`src/shared/nbh_defines.vh`:
```
`ifndef NBH_DEFINES_VH
`define NBH_DEFINES_VH
// Bus op codes from the user side
`define NBH_OP_CMD 2'h0
`define NBH_OP_ADDR 2'h1
`define NBH_OP_WRITE 2'h2
`define NBH_OP_READ 2'h3
// Address layout
`define NBH_ADDR_CYCLES 3'h5
`define NBH_COL_BITS 12
`define NBH_ROW_BITS 17
`define NBH_PLANE_BIT 6
// Array geometry
`define NBH_BLOCKS 2048
`define NBH_PAGES_PER_BLOCK 64
`define NBH_PAGE_BYTES 2112
`define NBH_MAIN_BYTES 2048
`define NBH_SPARE_BYTES 64
// Strobe timing: each strobe phase lasts this many 20 ns cycles
`define NBH_CLK_NS 20
`define NBH_PHASE_NS 25
`define NBH_PHASE_CYC ((`NBH_PHASE_NS + `NBH_CLK_NS - 1) / `NBH_CLK_NS)
// Read setup command assumed latched at power-on
`define NBH_CMD_READ_SETUP 8'h00
// FIFO shape
`define NBH_FIFO_W 8
`define NBH_FIFO_D 4
`endif

```
`src/nbh_fifo.v`:
```
`timescale 1ns/10ps
// Small synchronous FIFO with valid/ready on both sides
module nbh_fifo #(
  parameter W = 8,
  parameter D = 4,
  parameter AW = 2
) (
  // Clock and reset
  input wire i_clk,
  input wire i_rstn,
  // Fill side
  input wire i_valid,
  input wire [W-1:0] i_data,
  output wire o_ready,
  // Drain side
  output wire o_valid,
  output wire [W-1:0] o_data,
  input wire i_ready
);
  reg [W-1:0] mem [0:D-1]; // Storage
  reg [AW-1:0] wr_ptr; // Write index
  reg [AW-1:0] rd_ptr; // Read index
  reg [AW:0] count; // Fill level
  wire push;
  wire pop;
  assign o_ready = (count != D[AW:0]);
  assign o_valid = (count != {(AW+1){1'b0}});
  assign o_data = mem[rd_ptr];
  assign push = i_valid && o_ready;
  assign pop = o_valid && i_ready;
  // Storage write
  always @(posedge i_clk) begin
    if (push) begin
      mem[wr_ptr] <= i_data;
    end
  end
  // Pointer and level bookkeeping
  always @(posedge i_clk or negedge i_rstn) begin
    if (!i_rstn) begin
      wr_ptr <= {AW{1'b0}};
      rd_ptr <= {AW{1'b0}};
      count <= {(AW+1){1'b0}};
    end else begin
      if (push) begin
        wr_ptr <= (wr_ptr == D[AW-1:0] - 1'b1) ? {AW{1'b0}} : wr_ptr + 1'b1;
      end
      if (pop) begin
        rd_ptr <= (rd_ptr == D[AW-1:0] - 1'b1) ? {AW{1'b0}} : rd_ptr + 1'b1;
      end
      if (push && !pop) begin
        count <= count + 1'b1;
      end else if (pop && !push) begin
        count <= count - 1'b1;
      end
    end
  end
endmodule // nbh_fifo

```
`src/nbh_host.v`:
```
`timescale 1ns/10ps
`include "nbh_defines.vh"
module nbh_host (
  // Clock and reset
  input wire i_clk,
  input wire i_rstn,
  // User request
  input wire i_req_valid,
  input wire [1:0] i_req_op,
  input wire [7:0] i_req_byte,
  input wire i_req_last,
  input wire i_wp_release,
  output wire o_req_ready,
  // Address assembly request
  input wire i_addr_valid,
  input wire [11:0] i_addr_col,
  input wire [16:0] i_addr_row,
  output wire o_addr_ready,
  // Read data out
  output wire o_rd_valid,
  output wire [7:0] o_rd_data,
  input wire i_rd_ready,
  // Status
  output reg o_busy_seen,
  output wire o_idle,
  output reg o_plane,
  // Flash pins
  output reg o_cmd_latch,
  output reg o_addr_latch,
  output reg o_chip_select_n,
  output reg o_write_strobe_n,
  output reg o_read_strobe_n,
  output reg o_write_protect_n,
  input wire i_ready_busy_n,
  input wire [7:0] i_dq,
  output reg [7:0] o_dq,
  output reg o_dq_oe
);
  // ----------------------------------------
  // States
  // ----------------------------------------
  localparam ST_IDLE = 3'h0;
  localparam ST_SETUP = 3'h1;
  localparam ST_LOW = 3'h2;
  localparam ST_HIGH = 3'h3;
  localparam ST_WAIT = 3'h4;
  localparam ST_NEXT = 3'h5;
  reg [2:0] state; // Sequencer state
  reg [1:0] op; // Operation in flight
  reg [7:0] cur_byte; // Byte on the bus
  reg [2:0] addr_idx; // Address cycle in progress, 0 none
  reg [39:0] addr_sr; // Packed five address bytes
  reg [1:0] tcnt; // Phase timer
  reg last; // Chip select released after this cycle
  reg [7:0] rd_byte; // Read byte caught while the read strobe is still low
  wire fifo_ready;
  reg fifo_push;
  wire phase_done;
  assign phase_done = (tcnt == `NBH_PHASE_CYC - 1);
  assign o_idle = (state == ST_IDLE) && (addr_idx == 3'h0);
  assign o_req_ready = o_idle && !(i_req_op == `NBH_OP_READ && !fifo_ready);
  assign o_addr_ready = o_idle;
  // ----------------------------------------
  // Read data buffer
  // ----------------------------------------
  nbh_fifo #(
    .W(`NBH_FIFO_W),
    .D(`NBH_FIFO_D),
    .AW(2)
  ) u_fifo (
    .i_clk(i_clk),
    .i_rstn(i_rstn),
    .i_valid(fifo_push),
    .i_data(rd_byte),
    .o_ready(fifo_ready),
    .o_valid(o_rd_valid),
    .o_data(o_rd_data),
    .i_ready(i_rd_ready)
  );
  // ----------------------------------------
  // Bus cycle sequencer
  // ----------------------------------------
  always @(posedge i_clk or negedge i_rstn) begin
    if (!i_rstn) begin
      state <= ST_IDLE;
      op <= `NBH_OP_CMD;
      cur_byte <= 8'h00;
      addr_idx <= 3'h0;
      addr_sr <= 40'h0;
      tcnt <= 2'h0;
      last <= 1'b1;
      fifo_push <= 1'b0;
      rd_byte <= 8'h00;
      o_busy_seen <= 1'b0;
      o_plane <= 1'b0;
      o_cmd_latch <= 1'b0;
      o_addr_latch <= 1'b0;
      o_chip_select_n <= 1'b1;
      o_write_strobe_n <= 1'b1;
      o_read_strobe_n <= 1'b1;
      o_write_protect_n <= 1'b0;
      o_dq <= 8'h00;
      o_dq_oe <= 1'b0;
    end else begin
      fifo_push <= 1'b0;
      // Protect follows the user level except while a busy is pending
      if (state != ST_WAIT) begin
        o_write_protect_n <= i_wp_release;
      end
      case (state)
        ST_IDLE: begin
          tcnt <= 2'h0;
          if (addr_idx != 3'h0) begin
            // Next address byte of the five
            op <= `NBH_OP_ADDR;
            cur_byte <= addr_sr[7:0];
            addr_sr <= {8'h00, addr_sr[39:8]};
            last <= 1'b0;
            state <= ST_SETUP;
          end else if (i_addr_valid) begin
            // column low first, then row low first
            addr_sr <= {7'h00, i_addr_row, 4'h0, i_addr_col};
            o_plane <= i_addr_row[`NBH_PLANE_BIT];
            addr_idx <= `NBH_ADDR_CYCLES;
          end else if (i_req_valid && o_req_ready) begin
            op <= i_req_op;
            cur_byte <= i_req_byte;
            last <= i_req_last;
            state <= ST_SETUP;
          end else if (last) begin
            o_chip_select_n <= 1'b1;
            o_cmd_latch <= 1'b0;
            o_addr_latch <= 1'b0;
          end
        end
        ST_SETUP: begin
          o_chip_select_n <= 1'b0;
          o_cmd_latch <= (op == `NBH_OP_CMD);
          o_addr_latch <= (op == `NBH_OP_ADDR);
          o_dq <= cur_byte;
          o_dq_oe <= (op != `NBH_OP_READ);
          tcnt <= 2'h0;
          state <= ST_LOW;
        end
        ST_LOW: begin
          // read strobe low, else write strobe low
          if (op == `NBH_OP_READ) begin
            o_read_strobe_n <= 1'b0;
          end else begin
            o_write_strobe_n <= 1'b0;
          end
          tcnt <= tcnt + 2'h1;
          if (phase_done) begin
            tcnt <= 2'h0;
            state <= ST_HIGH;
          end
        end
        ST_HIGH: begin
          // rising write strobe latches the byte
          // Catch the byte before the strobe rises; the die may change the bus after
          if (o_read_strobe_n == 1'b0) begin
            fifo_push <= 1'b1;
            rd_byte <= i_dq;
          end
          o_write_strobe_n <= 1'b1;
          o_read_strobe_n <= 1'b1;
          tcnt <= tcnt + 2'h1;
          if (phase_done) begin
            tcnt <= 2'h0;
            o_dq_oe <= 1'b0;
            state <= ST_NEXT;
          end
        end
        ST_NEXT: begin
          // exactly five address cycles, no extras
          if (addr_idx != 3'h0) begin
            addr_idx <= addr_idx - 3'h1;
          end
          if (op == `NBH_OP_CMD && last) begin
            state <= ST_WAIT;
          end else begin
            state <= ST_IDLE;
          end
        end
        ST_WAIT: begin
          // hold read strobe high and protect at its last value while busy
          o_read_strobe_n <= 1'b1;
          o_cmd_latch <= 1'b0;
          if (!i_ready_busy_n) begin
            o_busy_seen <= 1'b1;
          end
          tcnt <= (tcnt == 2'h3) ? tcnt : tcnt + 2'h1;
          if (i_ready_busy_n && tcnt == 2'h3) begin
            o_busy_seen <= 1'b0;
            state <= ST_IDLE;
          end
        end
        default: begin
          state <= ST_IDLE;
        end
      endcase
    end
  end
endmodule // nbh_host

```
`config.mk`:
```
export PLATFORM = sky130hd
export DESIGN_NAME = nbh_host
export DESIGN_NICKNAME = d
export VERILOG_FILES = /design/src/nbh_fifo.v /design/src/nbh_host.v
export VERILOG_INCLUDE_DIRS = /design/src /design/src/shared
export SDC_FILE = /design/constraint.sdc
export NUM_CORES = 1
export LEC_CHECK = 0
export BUFFER_PORTS_ARGS = -buffer_cell sky130_fd_sc_hd__buf_2
export CAP_MARGIN = 25
export CORE_UTILIZATION = 49
export DETAILED_ROUTE_END_ITERATION = 7
export PLACE_DENSITY = 0.82
export SETUP_SLACK_MARGIN = 0.15
export SYNTH_ARGS = -nofsm -noshare
export SYNTH_HDL_FRONTEND = slang
export SYNTH_SLANG_ARGS = --single-unit
```
`constraint.sdc`:
```
create_clock -name i_clk -period 3.3 [get_ports i_clk]
set_clock_uncertainty 0.2 [all_clocks]
set_input_delay 0.165 -clock i_clk [delete_from_list [all_inputs] [get_ports i_clk]]
set_output_delay 0.165 -clock i_clk [all_outputs]
set_load 0.05 [all_outputs]
```
==> impl_results.md, run 1 <==
* DIE AREA at 10800 um2
* RePlAce Congestion at 0.789
* Clk sinks at 117
* Startpoint Class: flip-flop
* Critical Path Sink: op[0]
* Total number of vias at 3755
* Final #Nets at 621
* RSZ-0062 raised after global routing: no
* Number of core rows at 36
* Fill count at 655
* Crit path time final at 2.73 ns
* Slew margin rel. at 0.493
* Post-route antenna net violation count at 0
* Setup violations, final at 0
* Register area at 3090 um2
* EDFF count, synth at 32
* Tcrit/Tclk final at 0.827
* First-pass GRT wire length at 19.7 mm
* Status: completed
* Area share of the largest cell type after synthesis at 0.396
* Post-CTS Resized at 0
* Total global-route track usage at 0.238
* Ys flop type: dfrtp_1
* Max-cap violations at 0
* Fmax at 367 MHz
* Routed WL per cell at 17.7 um
* Yosys warning total at 0
* Chip height at 104 um
* Critical Path Start: state[2]
* Cells along the critical path: or3_1 > a21oi_2 > o32a_2 > dlygate4sd3_1
* Area leader, netlist: dfrtp_1
* Post-Syn Nets at 481
* Largest net degree at the start of global routing at 86
* Top post-synthesis cells by area: dfrtp_1, edfxtp_1, nand2_1, mux2i_1, mux4_2
* Leading cell type in the layout, fill and taps excluded: nand2_1
* Kind of critical path: flip-flop to flip-flop
* CTS buffer count at 17
* Area of the multi-input gates at 1890 um2
* Final HPWL DP at 6.62 mm
* Worst hold slack at 0.199 ns
* Starting density of the core at 0.514
* CTS tree: done
* R2R Setup Slk at 0.57 ns
* Max stage delay on crit path at 0.59 ns
* Cell count after synthesis at 414
* Initial DRC Count at 230
* Cells on worst reg2reg path at 4
* Worst-path clk slew at 0.06 ns
* HP Class: input pin to flip-flop
* Most frequent cells in the layout: nand2_1, buf_2, dfrtp_1
* Antenna diodes at 0
* Reg2reg start: state[2]
* Final wirelength at 12.4 mm
* Worst Path Max Fanout at 17
* # IOs at 84
* FF+latch count, synth at 117
* Lkg Pwr at 3.06 nW
* Area growth from synthesis to layout at 33.3%
* Drt first pass iters at 4
* Max Buffers Root-to-Sink at 2
* Worst R2R End: op[0]
* Yosys cell types at 47
* Root Buffer: clkbuf_8
* Slew Viols, Final at 0
* Core Box Area at 9950 um2
* Final hold vios at 0
* Critical path capture point type: flip-flop
* Vias per cell at 5.36
* Worst vdd ir at 552 uV
* Mapped Area at 5110 um2
* PortBufs at 83
* Layout cells sized above 1 at 0.286
* WP data required at 3.55 ns
* Residual DRC at 0
* Total gr overflow at 0
* Die width at 104 um
* Htree depth at 4
* Worst EP arrival at 2.98 ns
* Setup TNS at 0 ns
* Worst skew pair latency at 0.52 ns
* Sequential-to-total area share from yosys stat at 0.605
* Measured slew at the worst slew-check pin at 0.760 ns
* CP max stage cell: a21oi_2
* Pwr Total at 6.59 mW
* PD cells at 966 nW/um2
* Vias in the first global route at 3953
* Post-synth ARST share at 0.726
* Antenna violations before repair at 0
* Synth Area per Inst at 12.4 um2
==> sequential cells by signal, summed over array words and instances, names as in the netlist, 3 cells and up <==
| name | cells |
|---|---|
| addr_sr | 33 |
| u_fifo.mem | 32 |
| cur_byte | 8 |
| o_dq | 8 |
| rd_byte | 8 |
| addr_idx | 3 |
| state | 3 |
| u_fifo.count | 3 |
==> cells by family (layout without fill, tap and decap cells) <==
group / count (synthesis) / after routing / share of synthesized area
AOI/OAI and AO/OA: 66 / 66 / 0.0871
xor gates and xnor gates: 3 / 3 / 0.00514
muxes: 50 / 50 / 0.128
and+or+nand+nor: 132 / 132 / 0.114
buffers and inverters: 34 / 187 / 0.0301
DFF: 117 / 117 / 0.605
adders and majority gates: 12 / 12 / 0.0308
==> stage by stage <==
step,setup slack [ns],area (um2),std cells,util
global placement,0.850,5620,610,0.565
CTS,0.638,6780,698,0.681
detailed placement,0.745,5620,610,0.565
global route,0.440,6820,700,0.685
floorplan,0.716,5110,414,-
finish,0.572,6820,700,0.685
==> power breakdown <==
group	total, mW	switching, mW	leakage [nW]	internal [mW]
logic	2.27	1.40	1.41	0.865
registers	2.46	0.447	1.37	2.02
clock network	1.85	0.697	0.278	1.16
total	6.59	2.55	3.06	4.04
==> routing by layer <==
layer / share of wire / up-vias / wire length [um] / GRT usage
li1: - / 1740 / - / -
met1: 0.39 / 1855 / 4880 / 0.272
met2: 0.54 / 134 / 6620 / 0.420
met3: 0.047 / 26 / 580 / 0.0652
met4: 0.023 / 0 / 289 / 0.102
met5: 0 / - / 0 / 0
==> critical path, delay by kind of cell (launching register included) <==
family                 cells  cell delay (ns)
AO/OA/AOI/OAI              2             0.88
buffers and inverters      1             0.55
flip-flops                 1             0.55
AND/OR/NAND/NOR            1             0.49
==> cell usage after synthesis, types with 2 or more instances <==
cell / number
mux2_4: 7
edfxtp_1: 32
mux2_2: 14
dfrtp_1: 81
or3_1: 2
nand2b_1: 4
buf_2: 6
clkbuf_1: 12
o21ai_0: 33
dfstp_2: 4
and3_1: 4
a22o_1: 15
and3_2: 4
ha_1: 11
inv_1: 12
a32o_1: 2
nand2_1: 86
nand3_1: 2
xor2_1: 2
o2bb2ai_1: 2
buf_6: 2
nor2b_1: 8
a21o_1: 2
nor3_1: 6
mux2i_1: 21
mux4_2: 8
a21oi_1: 2
a2111oi_0: 2
nor2_1: 10
==> worst min path at each step <==
stage	from	endpoint	depth (start not counted)
after global routing	i_addr_row[12]	addr_sr[28]	3
after CTS	i_addr_row[16]	addr_sr[32]	3
final	i_addr_row[12]	addr_sr[28]	3
after global placement	i_addr_row[11]	addr_sr[27]	2
after floorplan	i_rstn	addr_idx[0]	0
after detailed placement	i_addr_row[12]	addr_sr[28]	2
==> timing repair <==
action,in CTS,in global routing
hold buffers,56,1
hold endpoints to repair,138,9
buffers inserted,0,0
==> final cells by class <==
class                           count  share of cell area
Tap cell                          133              0.0244
Clock buffer                       18              0.0613
Inverter                           12             0.00661
Multi-Input combinational cell    263               0.277
Sequential cell                   117               0.454
Timing Repair Buffer              143               0.151
Clock inverter                     14              0.0261
(Power assumes the default switching activity.)
==> inputs of run 2 (changes only) <==
--- a/config.mk
+++ b/config.mk
@@ -6,6 +6,7 @@
 export SDC_FILE = /design/constraint.sdc
 export NUM_CORES = 1
 export LEC_CHECK = 0
+export ABC_AREA = 1
 export BUFFER_PORTS_ARGS = -buffer_cell sky130_fd_sc_hd__buf_2
 export CAP_MARGIN = 25
 export CORE_UTILIZATION = 49
==> constraint.sdc (replaced) <==
create_clock -name i_clk -period 2.75 [get_ports i_clk]
set_clock_uncertainty 0.2 [all_clocks]
set_input_delay 0.1375 -clock i_clk [delete_from_list [all_inputs] [get_ports i_clk]]
set_output_delay 0.1375 -clock i_clk [all_outputs]
set_load 0.05 [all_outputs]
==> impl_results.md, run 2 <==
* Status: completed (unchanged)
* Total number of vias at 4456 (was 3755)
* Final WS setup at 0.274 ns (was 0.572 ns)
* Ys flop type: dfrtp_1 (unchanged)
* Clk sinks at 117 (unchanged)
* Register area at 3090 um2 (about the same)
* Synth Area per Inst at 9.55 um2 (was 12.4 um2)
* Cells along the critical path: inv_1 > ha_1 > inv_1 > nor2_2 > nand2_1 > nor2_4 > nand2_1 > o21ai_0 > dlygate4sd3_1 (was or3_1 > a21oi_2 > o32a_2 > dlygate4sd3_1)
* Area share of the largest cell type after synthesis at 0.379 (was 0.396)
* Worst-path clk slew at 0.06 ns (about the same)
* Root Buffer: clkbuf_8 (unchanged)
* Measured slew at the worst slew-check pin at 0.835 ns (was 0.760 ns)
* PortBufs at 83 (unchanged)
* Post-Syn Nets at 627 (was 481)
* Antenna diodes at 0 (unchanged)
* Crit path time final at 2.48 ns (was 2.73 ns)
* Vias per cell at 5.20 (was 5.36)
* Max Buffers Root-to-Sink at 2 (unchanged)
* Area leader, netlist: dfrtp_1 (unchanged)
* Final hold vios at 0 (unchanged)
* Top post-synthesis cells by area: dfrtp_1, edfxtp_1, nand2_1, nor2_1, o31ai_2 (was dfrtp_1, edfxtp_1, nand2_1, mux2i_1, mux4_2)
* Starting density of the core at 0.511 (was 0.514)
* Chip height at 106 um (was 104 um)
* Final #Nets at 775 (was 621)
* RSZ-0062 raised after global routing: yes (was no)
* Residual DRC at 0 (unchanged)
* Mapped Area at 5350 um2 (was 5110 um2)
* Worst vdd ir at 699 uV (was 552 uV)
* Synth cell count leaders: nand2_1, dfrtp_1, nor2_1, inv_1, o21ai_0 (was nand2_1, dfrtp_1, o21ai_0, edfxtp_1, mux2i_1)
* Area growth from synthesis to layout at 31.7% (was 33.3%)
* Yosys warning total at 0 (unchanged)
* Yosys cell types at 36 (was 47)
* Kind of critical path: flip-flop to flip-flop (unchanged)
* RePlAce Congestion at 0.808 (was 0.789)
* EDFF count, synth at 32 (unchanged)
* DP Worst Slack at 0.476 ns (was 0.745 ns)
* Post-DP Area at 5860 um2 (was 5620 um2)
* Cell with the most instances after synthesis: nand2_1 (unchanged)
* First-pass GRT wire length at 21.7 mm (was 19.7 mm)
* # IOs at 84 (unchanged)
* Vias in the first global route at 4558 (was 3953)
* Total gr overflow at 0 (unchanged)
* Core Box Area at 10500 um2 (was 9950 um2)
* Setup violations, final at 0 (unchanged)
* Startpoint Class: flip-flop (unchanged)
* Drt first pass iters at 5 (was 4)
* CTS buffer count at 17 (unchanged)
* Initial DRC Count at 365 (was 230)
* Die width at 106 um (was 104 um)
* Tcrit/Tclk final at 0.900 (was 0.827)
* Leading cell type in the layout, fill and taps excluded: nand2_1 (unchanged)
* Slew margin rel. at 0.441 (was 0.493)
* HP Class: input pin to flip-flop (unchanged)
* CP max stage cell: dlygate4sd3_1 (was a21oi_2)
* Slew Viols, Final at 0 (unchanged)
* R2R Setup Slk at 0.27 ns (was 0.57 ns)
* Worst EP arrival at 2.73 ns (was 2.98 ns)
* Setup TNS at 0 ns (unchanged)
* DIE AREA at 11300 um2 (was 10800 um2)
* Fmax at 404 MHz (was 367 MHz)
* Total global-route track usage at 0.250 (was 0.238)
* Htree depth at 4 (unchanged)
* Post-synth ARST share at 0.726 (unchanged)
* Worst hold slack at 0.145 ns (was 0.199 ns)
* Regs by FF count: addr_sr: 33 flops, u_fifo.mem: 32 flops (unchanged)
* Area of the multi-input gates at 1990 um2 (was 1890 um2)
* Post-route antenna net violation count at 0 (unchanged)
* Final HPWL DP at 7.64 mm (was 6.62 mm)
* Critical path capture point type: flip-flop (unchanged)
* Top reg by flops: addr_sr (unchanged)
* WP data required at 3.01 ns (was 3.55 ns)
* Sequential-to-total area share from yosys stat at 0.578 (was 0.605)
* Routed WL per cell at 15.3 um (was 17.7 um)
* Design Area, Final at 7050 um2 (was 6820 um2)
* Final wirelength at 13.1 mm (was 12.4 mm)
* CTS tree: done (unchanged)
* Largest net degree at the start of global routing at 86 (unchanged)
* PD cells at 1130 nW/um2 (was 966 nW/um2)
* Max stage delay on crit path at 0.57 ns (was 0.59 ns)
* Antenna violations before repair at 0 (unchanged)
* Lkg Pwr at 3.39 nW (was 3.06 nW)
* Max-cap violations at 0 (unchanged)
* Max reg flops at 33 (unchanged)
* Cell count after synthesis at 560 (was 414)
* Layout cells sized above 1 at 0.232 (was 0.286)
* FF+latch count, synth at 117 (unchanged)
* Number of core rows at 37 (was 36)
* Most frequent cells in the layout: nand2_1, buf_2, dfrtp_1 (unchanged)
* Worst Path Max Fanout at 14 (was 17)
* Worst skew pair latency at 0.52 ns (about the same)
* Fill count at 739 (was 655)
[run 2: changes by cell type in the layout (fill, tap and decap cells not counted), sizes merged, moves of 8 or more]
| cell | change |
|---|---|
| nor2 | +70 |
| a22o | -9 |
| mux4 | -8 |
| mux2i | -21 |
| and3 | -8 |
| inv | +25 |
| nand3 | +26 |
| nor2b | -8 |
| mux2 | -20 |
| o22ai | +8 |
| nand2 | +89 |
| o31ai | +18 |
[run 2: stage by stage]
stage / power, mW / instances / utilization
finish: 7.94 / 857 / 0.673
global route: 8.43 / 857 / 0.673
CTS: 7.87 / 852 / 0.666
detailed placement: 5.71 / 764 / 0.560
global placement: 5.57 / 764 / 0.560
floorplan: 5.06 / 560 / -
[run 2: kinds of logic (layout without fill, tap and decap cells)]
group | count (synthesis) | in the layout | share of synthesized area
adder cells (fa/ha/maj) | 12 | 12 | 0.0295
XOR/XNOR | 3 | 3 | 0.00491
AO/OA/AOI/OAI | 78 | 78 | 0.109
flip-flops | 117 | 117 | 0.578
multiplexers | 1 | 1 | 0.00210
AND/OR/NAND/NOR | 288 | 288 | 0.226
buffers and inverters | 61 | 222 | 0.0510
[run 2: repair_timing]
| action | 4_1_cts | 5_1_grt |
|---|---|---|
| endpoints found under the setup margin | 1 | 4 |
| endpoints found under the hold margin | 144 | 17 |
| buffers inserted | 0 | 3 |
| gates resized for setup | 1 | 3 |
| pin swaps | 0 | 1 |
| hold buffers | 56 | 1 |
[run 2: layout make-up]
cell class / instances / area share
clock buffers: 17 / 0.0588
clock inverters: 15 / 0.0197
inverters: 41 / 0.0224
multi-input cells: 382 / 0.283
flip-flops and latches: 117 / 0.439
well taps: 136 / 0.0242
repair buffers: 149 / 0.153
[run 2: path summary, 6_finish.rpt]
check | to | depth (start not counted) | startpoint
max | addr_sr[30] | 9 | addr_idx[0]
min in group asynchronous | addr_sr[25] | 3 | i_rstn
max in group asynchronous | o_write_strobe_n | 4 | i_rstn
max reg2reg | addr_sr[30] | 9 | addr_idx[0]
min | o_write_protect_n | 4 | i_wp_release
min reg2reg | o_chip_select_n | 2 | o_chip_select_n
[run 2: worst max-delay path: cells and delay by family, from the launching register on]
family / cells / cell delay, ns
compound gates: 1 / 0.07
fa+ha+maj: 1 / 0.24
buf+inv: 3 / 0.75
flops: 1 / 0.35
simple gates: 4 / 0.79
[run 2: where the power goes]
part | switching, mW | total (mW) | internal, mW
clock | 0.783 | 2.06 | 1.27
sequential | 0.437 | 2.81 | 2.37
combinational | 2.15 | 3.07 | 0.923
total | 3.37 | 7.94 | 4.57
[run 2: metal layers]
layer  vias up  share of wire  GRT usage
li1       2133              -          -
met1      2154           0.40      0.288
met2       140           0.52      0.441
met3        29          0.054     0.0705
met4         0          0.023     0.0910
met5         -              0          0
